**src/rtl/charger_config_protect_regs.vh**
```
// Register map, field positions and reset values of the charger settings bank
`ifndef CHARGER_CONFIG_PROTECT_REGS_VH
`define CHARGER_CONFIG_PROTECT_REGS_VH
`define ADDR_CHARGE_VOLTAGE_CONFIG 8'hBB
`define ADDR_WATCHDOG_PROTECT_CTRL 8'hBD
`define ADDR_THERMAL_REG_CONFIG 8'hBE
`define RST_CHARGE_VOLTAGE_CONFIG 8'h96
`define RST_WATCHDOG_PROTECT_CTRL 8'h00
`define RST_THERMAL_REG_CONFIG 8'h40
`define UNLOCK_KEY_VALUE 2'h3
`define WDOG_CLEAR_VALUE 2'h1
`define UNLOCK_KEY_HI 3
`define UNLOCK_KEY_LO 2
`define WDOG_CLEAR_HI 1
`define WDOG_CLEAR_LO 0
`define TERM_VOLT_HI 5
`define TERM_VOLT_LO 0
`define MIN_SYS_HI 7
`define MIN_SYS_LO 6
`define JT_SETPOINT_HI 6
`define JT_SETPOINT_LO 5
`define TERM_VOLT_MAX_CODE 6'h2B
`define CV_MASK 8'hFF
`define WP_MASK 8'h0F
`define TR_MASK 8'h60
`endif
```
**src/rtl/charger_config_protect_regs.v**
```verilog
// Charger settings register bank with write protection and watchdog clear
`timescale 1ns/1ps
`default_nettype none
`include "charger_config_protect_regs.vh"

// Contract
// Key 11 at bits 3:2 unlocks; else locks
// Protected registers writable only while unlocked
// Key resets to 00, locked after reset
// Writing 01 at bits 1:0 restarts watchdog
// Six-bit termination voltage decode, reset 4.2V
// Apply target only when enabled, below warm
// Min system voltage 3.4 to 3.7V, reset 10
// Junction setpoint 85 to 130C, reset 10
// Above setpoint: set flag, fold back current
// Reserved bits reset zero, ignore writes
module charger_config_protect_regs (
    input wire ref_clk_i, // 20 MHz clock
    input wire rst_i, // Synchronous reset, active high
    input wire wr_en_i, // Register write strobe
    input wire rd_en_i, // Register read strobe
    input wire [7:0] addr_i, // Register address
    input wire [7:0] wdata_i, // Write data
    input wire watchdog_enabled_i, // Watchdog timer enabled
    input wire charger_enabled_i, // Charger enabled
    input wire battery_warm_threshold_i, // Battery at or above warm threshold (pin)
    input wire [7:0] junction_temp_i, // Junction temperature, degrees C (pin)
    output reg [7:0] rdata_o, // Read data
    output reg watchdog_restart_o, // One-cycle watchdog restart pulse
    output reg settings_unlocked_o, // Protected registers writable
    output reg [5:0] charge_term_voltage_o, // Termination voltage code
    output reg [12:0] charge_target_mv_o, // Applied charge target in mV, 0 when inactive
    output reg [11:0] min_system_mv_o, // Minimum system voltage in mV
    output reg [7:0] temp_setpoint_c_o, // Selected junction setpoint in C
    output reg thermal_reg_flag_o, // Junction above setpoint
    output reg current_foldback_o // Charger current fold back request
);

    reg [7:0] charge_voltage_config;
    reg [7:0] watchdog_and_protect_control;
    reg [7:0] thermal_regulation_config;
    reg warm_meta, warm_sync;
    reg [7:0] temp_meta, temp_sync;
    reg [7:0] next_rdata;
    wire unlocked;
    wire [12:0] term_mv; // Up to 4700 mV needs 13 bits
    wire [11:0] min_sys_mv;
    wire [7:0] setpoint_c;
    wire over_setpoint;

    // Termination voltage code to mV: 25 mV steps with the 4.340/4.350 kink,
    // codes above the table top hold at the highest target
    function [12:0] term_volt_mv;
        input [5:0] code;
        begin
            case (code)
                6'h00: term_volt_mv = 13'h0E42;
                6'h01: term_volt_mv = 13'h0E5B;
                6'h02: term_volt_mv = 13'h0E74;
                6'h03: term_volt_mv = 13'h0E8D;
                6'h04: term_volt_mv = 13'h0EA6;
                6'h05: term_volt_mv = 13'h0EBF;
                6'h06: term_volt_mv = 13'h0ED8;
                6'h07: term_volt_mv = 13'h0EF1;
                6'h08: term_volt_mv = 13'h0F0A;
                6'h09: term_volt_mv = 13'h0F23;
                6'h0A: term_volt_mv = 13'h0F3C;
                6'h0B: term_volt_mv = 13'h0F55;
                6'h0C: term_volt_mv = 13'h0F6E;
                6'h0D: term_volt_mv = 13'h0F87;
                6'h0E: term_volt_mv = 13'h0FA0;
                6'h0F: term_volt_mv = 13'h0FB9;
                6'h10: term_volt_mv = 13'h0FD2;
                6'h11: term_volt_mv = 13'h0FEB;
                6'h12: term_volt_mv = 13'h1004;
                6'h13: term_volt_mv = 13'h101D;
                6'h14: term_volt_mv = 13'h1036;
                6'h15: term_volt_mv = 13'h104F;
                6'h16: term_volt_mv = 13'h1068;
                6'h17: term_volt_mv = 13'h1081;
                6'h18: term_volt_mv = 13'h109A;
                6'h19: term_volt_mv = 13'h10B3;
                6'h1A: term_volt_mv = 13'h10CC;
                6'h1B: term_volt_mv = 13'h10E5;
                6'h1C: term_volt_mv = 13'h10F4;
                6'h1D: term_volt_mv = 13'h10FE;
                6'h1E: term_volt_mv = 13'h1117;
                6'h1F: term_volt_mv = 13'h1130;
                6'h20: term_volt_mv = 13'h1149;
                6'h21: term_volt_mv = 13'h1162;
                6'h22: term_volt_mv = 13'h117B;
                6'h23: term_volt_mv = 13'h1194;
                6'h24: term_volt_mv = 13'h11AD;
                6'h25: term_volt_mv = 13'h11C6;
                6'h26: term_volt_mv = 13'h11DF;
                6'h27: term_volt_mv = 13'h11F8;
                6'h28: term_volt_mv = 13'h1211;
                6'h29: term_volt_mv = 13'h122A;
                6'h2A: term_volt_mv = 13'h1243;
                6'h2B: term_volt_mv = 13'h125C;
                default: term_volt_mv = 13'h125C;
            endcase
        end
    endfunction

    // Minimum system voltage code to mV, 100 mV steps from 3.4 V
    function [11:0] min_sys_mv_of;
        input [1:0] code;
        begin
            case (code)
                2'h0: min_sys_mv_of = 12'hD48;
                2'h1: min_sys_mv_of = 12'hDAC;
                2'h2: min_sys_mv_of = 12'hE10;
                2'h3: min_sys_mv_of = 12'hE74;
                default: min_sys_mv_of = 12'hD48;
            endcase
        end
    endfunction

    // Junction setpoint code to degrees C, 15 C steps from 85 C
    function [7:0] setpoint_c_of;
        input [1:0] code;
        begin
            case (code)
                2'h0: setpoint_c_of = 8'h55;
                2'h1: setpoint_c_of = 8'h64;
                2'h2: setpoint_c_of = 8'h73;
                2'h3: setpoint_c_of = 8'h82;
                default: setpoint_c_of = 8'h55;
            endcase
        end
    endfunction

    // Key decode and field decodes from the live register contents
    assign unlocked = (watchdog_and_protect_control[`UNLOCK_KEY_HI:`UNLOCK_KEY_LO]
        == `UNLOCK_KEY_VALUE);
    assign term_mv = term_volt_mv(charge_voltage_config[`TERM_VOLT_HI:`TERM_VOLT_LO]);
    assign min_sys_mv = min_sys_mv_of(charge_voltage_config[`MIN_SYS_HI:`MIN_SYS_LO]);
    assign setpoint_c =
        setpoint_c_of(thermal_regulation_config[`JT_SETPOINT_HI:`JT_SETPOINT_LO]);
    // One compare feeds both flag and foldback so they can never disagree
    assign over_setpoint = (temp_sync > setpoint_c);

    // Two-flop synchronisers for pin inputs
    // Temperature word must be quasi-static; a changing word may mis-sample once
    always @(posedge ref_clk_i) begin
        warm_meta <= battery_warm_threshold_i;
        warm_sync <= warm_meta;
        temp_meta <= junction_temp_i;
        temp_sync <= temp_meta;
    end

    // Register writes
    always @(posedge ref_clk_i) begin
        if (rst_i) begin
            charge_voltage_config <= `RST_CHARGE_VOLTAGE_CONFIG;
            watchdog_and_protect_control <= `RST_WATCHDOG_PROTECT_CTRL;
            thermal_regulation_config <= `RST_THERMAL_REG_CONFIG;
            watchdog_restart_o <= 1'b0;
        end else begin
            watchdog_restart_o <= 1'b0;
            if (wr_en_i) begin
                case (addr_i)
                    `ADDR_CHARGE_VOLTAGE_CONFIG: begin
                        if (unlocked) begin
                            charge_voltage_config <= wdata_i & `CV_MASK;
                        end
                    end
                    `ADDR_WATCHDOG_PROTECT_CTRL: begin
                        watchdog_and_protect_control <= wdata_i & `WP_MASK;
                        watchdog_restart_o <= watchdog_enabled_i &&
                            (wdata_i[`WDOG_CLEAR_HI:`WDOG_CLEAR_LO] == `WDOG_CLEAR_VALUE);
                    end
                    `ADDR_THERMAL_REG_CONFIG: begin
                        if (unlocked) begin
                            thermal_regulation_config <= wdata_i & `TR_MASK;
                        end
                    end
                    default: begin
                    end
                endcase
            end
        end
    end

    // Read multiplexer, unmapped addresses read zero
    always @* begin
        case (addr_i)
            `ADDR_CHARGE_VOLTAGE_CONFIG: next_rdata = charge_voltage_config;
            `ADDR_WATCHDOG_PROTECT_CTRL: next_rdata = watchdog_and_protect_control;
            `ADDR_THERMAL_REG_CONFIG: next_rdata = thermal_regulation_config;
            default: next_rdata = 8'h00;
        endcase
    end

    // Registered outputs
    always @(posedge ref_clk_i) begin
        if (rst_i) begin
            rdata_o <= 8'h00;
            settings_unlocked_o <= 1'b0;
            charge_term_voltage_o <= 6'h00;
            charge_target_mv_o <= 13'h0000;
            min_system_mv_o <= 12'h000;
            temp_setpoint_c_o <= 8'h00;
            thermal_reg_flag_o <= 1'b0;
            current_foldback_o <= 1'b0;
        end else begin
            if (rd_en_i) begin
                rdata_o <= next_rdata;
            end
            settings_unlocked_o <= unlocked;
            charge_term_voltage_o <= charge_voltage_config[`TERM_VOLT_HI:`TERM_VOLT_LO];
            charge_target_mv_o <= (charger_enabled_i && !warm_sync) ? term_mv : 13'h0000;
            min_system_mv_o <= min_sys_mv;
            temp_setpoint_c_o <= setpoint_c;
            thermal_reg_flag_o <= over_setpoint;
            current_foldback_o <= over_setpoint;
        end
    end

endmodule // charger_config_protect_regs
`default_nettype wire

```
**config.mk**
```make
export PLATFORM = sky130hd
export DESIGN_NAME = charger_config_protect_regs
export DESIGN_NICKNAME = d
export VERILOG_FILES = /design/src/rtl/charger_config_protect_regs.v
export VERILOG_INCLUDE_DIRS = /design/src /design/src/rtl
export SDC_FILE = /design/constraint.sdc
export NUM_CORES = 1
export LEC_CHECK = 0
export ABC_AREA = 1
export BUFFER_PORTS_ARGS = -buffer_cell sky130_fd_sc_hd__clkbuf_2
export CAP_MARGIN = 30
export CORE_ASPECT_RATIO = 1.5
export CORE_MARGIN = 5
export CORE_UTILIZATION = 57
export DETAILED_ROUTE_END_ITERATION = 12
export GPL_TIMING_DRIVEN = 0
export PLACE_DENSITY = 0.85
export SETUP_SLACK_MARGIN = 0.02
export SLEW_MARGIN = 20
export SYNTH_ARGS = -nofsm -noshare
export SYNTH_HDL_FRONTEND = slang
export SYNTH_SLANG_ARGS = --single-unit
```
**constraint.sdc**
```tcl
create_clock -name ref_clk_i -period 4.6 [get_ports ref_clk_i]
set_clock_uncertainty 0.05 [all_clocks]
set_input_delay 0.46 -clock ref_clk_i [delete_from_list [all_inputs] [get_ports ref_clk_i]]
set_output_delay 0.46 -clock ref_clk_i [all_outputs]
set_load 0.01 [all_outputs]
```
; ---- Yosys cells after proc, flatten, opt, wreduce, memory -nomap -nowiden
; Memory sizes are Yosys's and may differ from the RTL's. A register that Yosys moved wholly into a read port is not among the register bits.
; Cells that the tools add are included.
[classes]
order_cmp = 1
n_eq_ne = 11
n_mux = 3
n_bitwise = 3
reduce_logical = 10
[op_table]
columns = cell, count
row1 = $pmux 12 s4, 1
row2 = $pmux 8 s4, 1
row3 = $eq 8x8->1 const B, 3
row4 = $pmux 8 s3, 1
row5 = $eq 2x2->1 const B, 5
row6 = $gt 8x8->1, 1
row7 = $eq 2x1->1 const B, 3
row8 = $reduce_and 3->1, 2
row9 = $logic_not 2->1, 2
row10 = $not 1->1, 3
row11 = $reduce_or 3->1, 1
row12 = $logic_and 1x1->1, 2
row13 = $reduce_and 2->1, 1
row14 = $reduce_or 2->1, 1
row15 = $logic_not 1->1, 1
[totals]
reg_bits = 69
rom_bits = 832
inputBits = 31
output_inout_bits = 51
word_cells = 43
mem_count = 1
[mem_list]
columns = memory, words, width, rd, rd_ports_with_merged_regs, write_ports, line_no
row1 = (name not given), 64, 13, 1, 1, 0, charger_config_protect_regs.v:56  ; case (code)

; ---- Logic depth before layout (Yosys ltp)
; Gate-level depths: netlist of the first run.
[logic_depth]
word_depth = 4
mapped_depth = 10
depth_no_buf = 10

; ---- Worst setup path after synthesis of the first run
; OpenSTA, ideal clock, no wires.
[synth_timing]
path_type = register to register
startpoint = register thermal_regulation_config[5]
endpoint = register current_foldback_o
setup_time_ns = 0.122
arrival_time_ns = 1.483
required_ns = 4.428
setup_slack_ns = 2.945
path_stages_with_launch = 9
path_buffers = 0
period_less_slack_ns = 1.655
path_cell_list = dfxtp_1 inv_1 ha_1 o21bai_1 ha_1 a21oi_1 nor2_1 o21ai_0 a21oi_1
[synth_via]
elab_chain_len = 3
word_cells_on_any_way = 6
cone_classes = order compare: 1 / eq/ne: 3 / mux: 1 / reduce/logical: 1
[synth_rtl]
columns = item, line_no
row1 = start: declaration, charger_config_protect_regs.v:41  ; reg [7:0] thermal_regulation_config;
row2 = start signal: assignment, charger_config_protect_regs.v:158  ; thermal_regulation_config <= `RST_THERMAL_REG_CONFIG;
row3 = start signal: assignment, charger_config_protect_regs.v:176  ; thermal_regulation_config <= wdata_i & `TR_MASK;
row4 = $eq 2x2->1 (tied with other cells), charger_config_protect_regs.v:124  ; case (code)
row5 = $pmux 8 s4 (*), charger_config_protect_regs.v:124
row6 = $gt 8x8->1 (*), charger_config_protect_regs.v:142  ; assign over_setpoint = (temp_sync > setpoint_c);
row7 = end signal: assignment, charger_config_protect_regs.v:217  ; current_foldback_o <= over_setpoint;
row8 = end: declaration, charger_config_protect_regs.v:36  ; output reg current_foldback_o
; Every way passes the cells marked *; elsewhere a longest branch is shown, timed or not. The select of a mux whose other input is x is not followed.
; A chain may end at the register's enable or synchronous reset.

==> impl_metrics.toml, run 1 <==
[outcome]
outcome = "complete, no violations"

[drt]
drt_iter0_markers = 181
detail-route-antenna-nets = 0
totalWireLength_um = 7740
vias = 2954
routedWlPerCell_um = 13.6
drcViolationCount = 0
drt_pass1_iterations = 5
drt-vias-per-instance = 5.21

[min_path]
holdPathStages = 1
hp-class = "input port to flip-flop"
min_from = "junction_temp_i[0]"

[synthesis]
netlist_area_um2 = 3250
ys_seq_elements = 73
synth_fa_ha_area_frac = 0.112
yosysWarnings = 0
synthCells = 402
synth-xor-area-share = 0
synthMuxAreaShare = 0
avgSynthCellArea_um2 = 8.09
synth-compound-area-share = 0.101
synth_top_family_by_area = "simple AND/OR/NAND/NOR gates"
yosys.area_share.simple = 0.247
yosys.cell_types.count = 34
seq_area_frac_synth = 0.449

[critical_path]
endpoint_kind = "flip-flop"
crit_arrival_ns = 2.26
worstSetupPathType = "flip-flop to flip-flop"
critical-path-max-stage-delay_ns = 0.61
ff2ff_path_depth = 10
cp.buffers_inverters = 2
r2r-start = "charge_voltage_config[1]$_SDFFE_PP1P_"
cp_num_cells = 10
startpoint_type = "flip-flop"
path_cells = "inv_1, ha_1, inv_1, nand2_1, nand2_1, nand2_1, nand2_1, nand3_1, nand2_1, nand2_1"
startpoint = "charge_voltage_config[1]$_SDFFE_PP1P_"
cp_max_fo = 12
slowest_stage = "dfxtp_1"
cp.required_ns = 4.79
cpMostUsedCell = "nand2_1"
crit_family = "flip-flops"

[floorplan]
ios = 82
rows = 33
core_um2 = 5490
die_x_um = 71.7
die_h_um = 103
dieArea_um2 = 7350
initial_core_util = 0.592

[clock_network]
clock_latency_ns = 0.35
cts_tree = "built"
path_clk_slew_ns = 0.08
cts_root_buf = "clkbuf_8"
cts_setup_buffers = 0
clock_path_buffers = 2
clock-sinks = 73
holdBufCountCts = 0
cts_resized = 0
htree_levels = 3
cts_inserted_buffers = 9

[final_layout]
mostFrequentLayoutCell = "nand2_1"
final_cell_mix = "nand2_1 (87), clkbuf_2 (77), dfxtp_1 (73)"
design_area_um2 = 3930
num-fill-cells = 446
multi_input_area_um2 = 1510
seq_area_um2 = 1460
drive_above_1_share = 0.264
final_nets = 552
diodes = 0
synthToLayoutAreaGrowth_pct = 20.9

[grt]
grt_pass1_vias = 2978
grt_pass1_wl_um = 12400
gr-total-overflow = 0
antenna_found_initial = 0
gr-usage-all-layers = 0.219
grt_max_degree = 15

[timing]
final-setup-viol-count = 0
finalHoldViolations = 0
fin_setup_tns_ns = 0
rsz0062_at_grt = "false"
min_period_over_period = 0.450
fmaxAchievable_mhz = 483
min_period_ns = 2.07
drv_slew = 0

[power_and_ir_drop]
p_per_area_nw_per_um2 = 311
power.leakage_nw = 2.01
ir_worst_vdd_mv = 0.255

[place]
dpl.hpwl_um = 5940
gp_congestion = 0.866
placed_area_um2 = 3730
numPortBuffers = 77

[job]
maxCapViolations = 0
==> power breakdown <==
group / internal (mW) / total (mW) / switching [mW]
clock network: 0.255 / 0.502 / 0.247
logic: 0.0286 / 0.0683 / 0.0396
registers: 0.647 / 0.652 / 0.00521
total: 0.931 / 1.22 / 0.292
==> area by class of cell <==
cell class | count | share of cell area
flip-flops and latches | 73 | 0.372
well taps | 70 | 0.0223
multi-input cells | 271 | 0.383
clock buffers | 9 | 0.0315
repair buffers | 77 | 0.0980
plain buffers | 22 | 0.0366
inverters | 38 | 0.0376
clock inverters | 7 | 0.0191
==> path summary, 6_finish.rpt <==
check | slack, ns | to
setup / recovery | 2.53 | charge_target_mv_o[6]$_SDFF_PP0_
hold / removal | 0.16 | temp_meta[0]$_DFF_P_
setup reg to reg | 2.53 | charge_target_mv_o[6]$_SDFF_PP0_
hold reg to reg | 0.29 | temp_sync[2]$_DFF_P_
==> per-stage QoR <==
step | util | hold WS (ns) | setup WS, ns | instances | total power, mW
3_5_place_dp | 0.680 | 0.269 | 2.55 | 551 | 0.735
5_1_grt | 0.716 | 0.138 | 2.43 | 567 | 1.27
2_1_floorplan | - | 0.260 | 2.95 | 404 | 0.703
4_1_cts | 0.716 | 0.142 | 2.55 | 567 | 1.23
3_3_place_gp | 0.680 | 0.261 | 2.53 | 551 | 0.732
6_report | 0.716 | 0.159 | 2.53 | 567 | 1.22
==> synthesized netlist by cell type (all sizes together) <==
library cell,number,area [µm²]
nand2,92,358
dfxtp,73,1460
nor2,43,199
inv,37,139
nand3,34,188
a21oi,33,169
ha,29,363
buf,21,140
o21ai,17,85.1
nand4,4,25.0
o211ai,4,30.0
or2,3,18.8
nor3,2,10.0
o31ai,2,15.0
a211oi,1,7.51
a31oi,1,6.26
and3,1,6.26
clkbuf,1,3.75
clkinv,1,8.76
conb,1,3.75
o21a,1,7.51
o21bai,1,7.51
==> kinds of logic after synthesis <==
kind of cell / after synthesis
buf+inv: 60
simple gates: 179
compound gates: 60
fa+ha+maj: 29
flops: 73
other cells: 1
==> flip-flops by register name (all words and copies together) (netlist names), 2 cells and up <==
signal	cells
min_system_mv_o	6
charge_target_mv_o	12
watchdog_and_protect_control	4
charge_voltage_config	8
rdata_o	8
temp_sync	8
temp_setpoint_c_o	6
thermal_regulation_config	2
charge_term_voltage_o	6
temp_meta	8
==> worst reg2reg max path: cells and delay by family (launching register included) <==
kind	cells	cell delay (ns)
flip-flops	1	0.61
AND/OR/NAND/NOR	7	0.44
adder cells (fa/ha/maj)	1	0.42
buffers and inverters	2	0.44
==> metal layers <==
layer / up-vias / wire (µm) / GRT usage
met2: 128 / 4290 / 0.419
met3: 30 / 489 / 0.0624
li1: 1470 / - / -
met5: - / 0 / 0
met1: 1326 / 2670 / 0.198
met4: 0 / 286 / 0.139
No activity file was read; power rests on OpenSTA's default activity.
==> run 2: changes to the inputs <==
- CORE_UTILIZATION: 57 -> 53
- PLACE_DENSITY: 0.85 -> 0.8
- clock period: 4.6 -> 2 ns (I/O delays scaled with it)
==> impl_metrics.toml, run 2 (same netlist as run 1, synthesis figures left out) <==
[timing]
finalHoldViolations = 0
min_period_over_period = 0.927
hold_ws_ns = 0.0117
rsz0062_at_grt = "false"
final-setup-viol-count = 0
fmaxAchievable_mhz = 540
min_period_ns = 1.85
slew_headroom = 0.666
tightestPinTransition_ns = 0.502
drv_slew = 0

[place]
gp_congestion = 0.880
numPortBuffers = 77
dpl.hpwl_um = 6070

[critical_path]
crit_end = "current_foldback_o$_SDFF_PP0_"
slowest_stage = "dfxtp_2"
crit_family = "compound AO/OA/AOI/OAI gates"
worstSetupPathType = "flip-flop to flip-flop"
r2r-start = "thermal_regulation_config[5]$_SDFFE_PP0P_"
crit_arrival_ns = 2.04
reg2reg_slack_ns = 0.15
endpoint_kind = "flip-flop"
ff2ff_path_depth = 8
path_cells = "inv_1, ha_1, o21bai_2, ha_1, a21oi_2, nor2_1, o21ai_0, a21oi_1"
critical-path-max-stage-delay_ns = 0.38
cpMostUsedCell = "ha_1"
cp_num_cells = 8
r2r-end = "current_foldback_o$_SDFF_PP0_"
cp.required_ns = 2.19
startpoint_type = "flip-flop"
startpoint = "thermal_regulation_config[5]$_SDFFE_PP0P_"
cp_max_fo = 5
cp.buffers_inverters = 1

[clock_network]
cts_tree = "built"
clock-sinks = 73
clock_latency_ns = 0.36
clock_path_buffers = 2
htree_levels = 3
cts_root_buf = "clkbuf_8"
cts_inserted_buffers = 9
cts_setup_buffers = 0
path_clk_slew_ns = 0.09

[grt]
grt_pass1_wl_um = 13100
gr-total-overflow = 0
grt_pass1_vias = 2988
antenna_found_initial = 0
gr-usage-all-layers = 0.216
use_met2 = 0.402
met3_usage = 0.0530
grt_busiest_layer = "met2"
grt_max_degree = 16
met1_usage = 0.208

[final_layout]
regMostFlops = "charge_target_mv_o"
drive_above_1_share = 0.270
largest_reg_flops = 12
mostFrequentLayoutCell = "nand2_1"
final_util = 0.677
final_nets = 563
final_cell_mix = "nand2_1 (87), clkbuf_2 (77), dfxtp_1 (69)"
diodes = 0
synthToLayoutAreaGrowth_pct = 25.9

[floorplan]
ios = 82
core_um2 = 6040
dieArea_um2 = 7830
die_x_um = 74.0
die_h_um = 106
initial_core_util = 0.538
rows = 35

[power_and_ir_drop]
ir_worst_vdd_mv = 0.540
power.leakage_nw = 2.07
p_per_area_nw_per_um2 = 739

[min_path]
hp-class = "input port to flip-flop"
min_from = "wdata_i[7]"

[drt]
detail-route-antenna-nets = 0
vias = 3009
totalWireLength_um = 7960
drt_pass1_iterations = 4
drt_iter0_markers = 204
drcViolationCount = 0
routedWlPerCell_um = 13.7
drt-vias-per-instance = 5.17

[job]
maxCapViolations = 0

[outcome]
outcome = "complete, no violations"
[run 2: cell types whose count changed in the layout (fill, tap and decap cells not counted), sizes merged]
cell,change
dlygate4sd3,+11
clkinv,-2
inv,+1
bufinv,+1
[run 2: worst min-delay path by stage]
| stage | endpoint | slack (ns) | cells past startpoint |
|---|---|---|---|
| after global placement | temp_meta[7]$_DFF_P_ | 0.25 | 1 |
| after detailed placement | temp_meta[0]$_DFF_P_ | 0.25 | 1 |
| after global routing | charge_voltage_config[7]$_SDFFE_PP1P_ | 0.02 | 3 |
| final | charge_voltage_config[7]$_SDFFE_PP1P_ | 0.01 | 3 |
| after floorplan | temp_meta[0]$_DFF_P_ | 0.18 | 0 |
| after CTS | charge_voltage_config[7]$_SDFFE_PP1P_ | 0.005 | 3 |
[run 2: repair_timing]
item	in CTS	in global routing
gates resized for setup	1	5
endpoints found under the setup margin	3	3
hold buffers	11	0
endpoints found under the hold margin	11	0
[run 2: through the flow]
stage                     setup slack [ns]  setup TNS (ns)  std cells  instance area [µm²]  total power [mW]
after floorplan                      0.345               0        404                 3260              1.62
after global placement             -0.0389         -0.0396        555                 3740              1.68
after detailed placement          -0.00372        -0.00571        555                 3740              1.69
after CTS                           0.0857               0        582                 4080              3.06
after global routing                0.0178               0        582                 4090              3.14
final                                0.146               0        582                 4090              3.03
[run 2: routing by layer]
layer | part of all wire | vias up
li1 | - | 1490
met1 | 0.35 | 1382
met2 | 0.55 | 103
met3 | 0.053 | 34
met4 | 0.045 | 0
met5 | 0 | -
[run 2: area by class of cell]
class,count,area [µm²]
Sequential cell,73,1470
Timing Repair Buffer,88,495
Inverter,38,148
Fill cell,520,1950
Buffer,22,144
Clock buffer,9,124
Tap cell,74,92.6
Multi-Input combinational cell,271,1510
Clock inverter,7,109
[run 2: power breakdown]
part           total [mW]  internal (mW)  leakage (nW)  switching (mW)
registers            1.50           1.49         0.600          0.0114
clock network        1.35          0.731         0.118           0.622
logic               0.174         0.0803          1.36          0.0936
[run 2: tightest hold or removal path, delay by kind of cell]
family | cells | cell delay [ns]
and+or+nand+nor | 2 | 0.10
buffers and inverters | 1 | 0.09
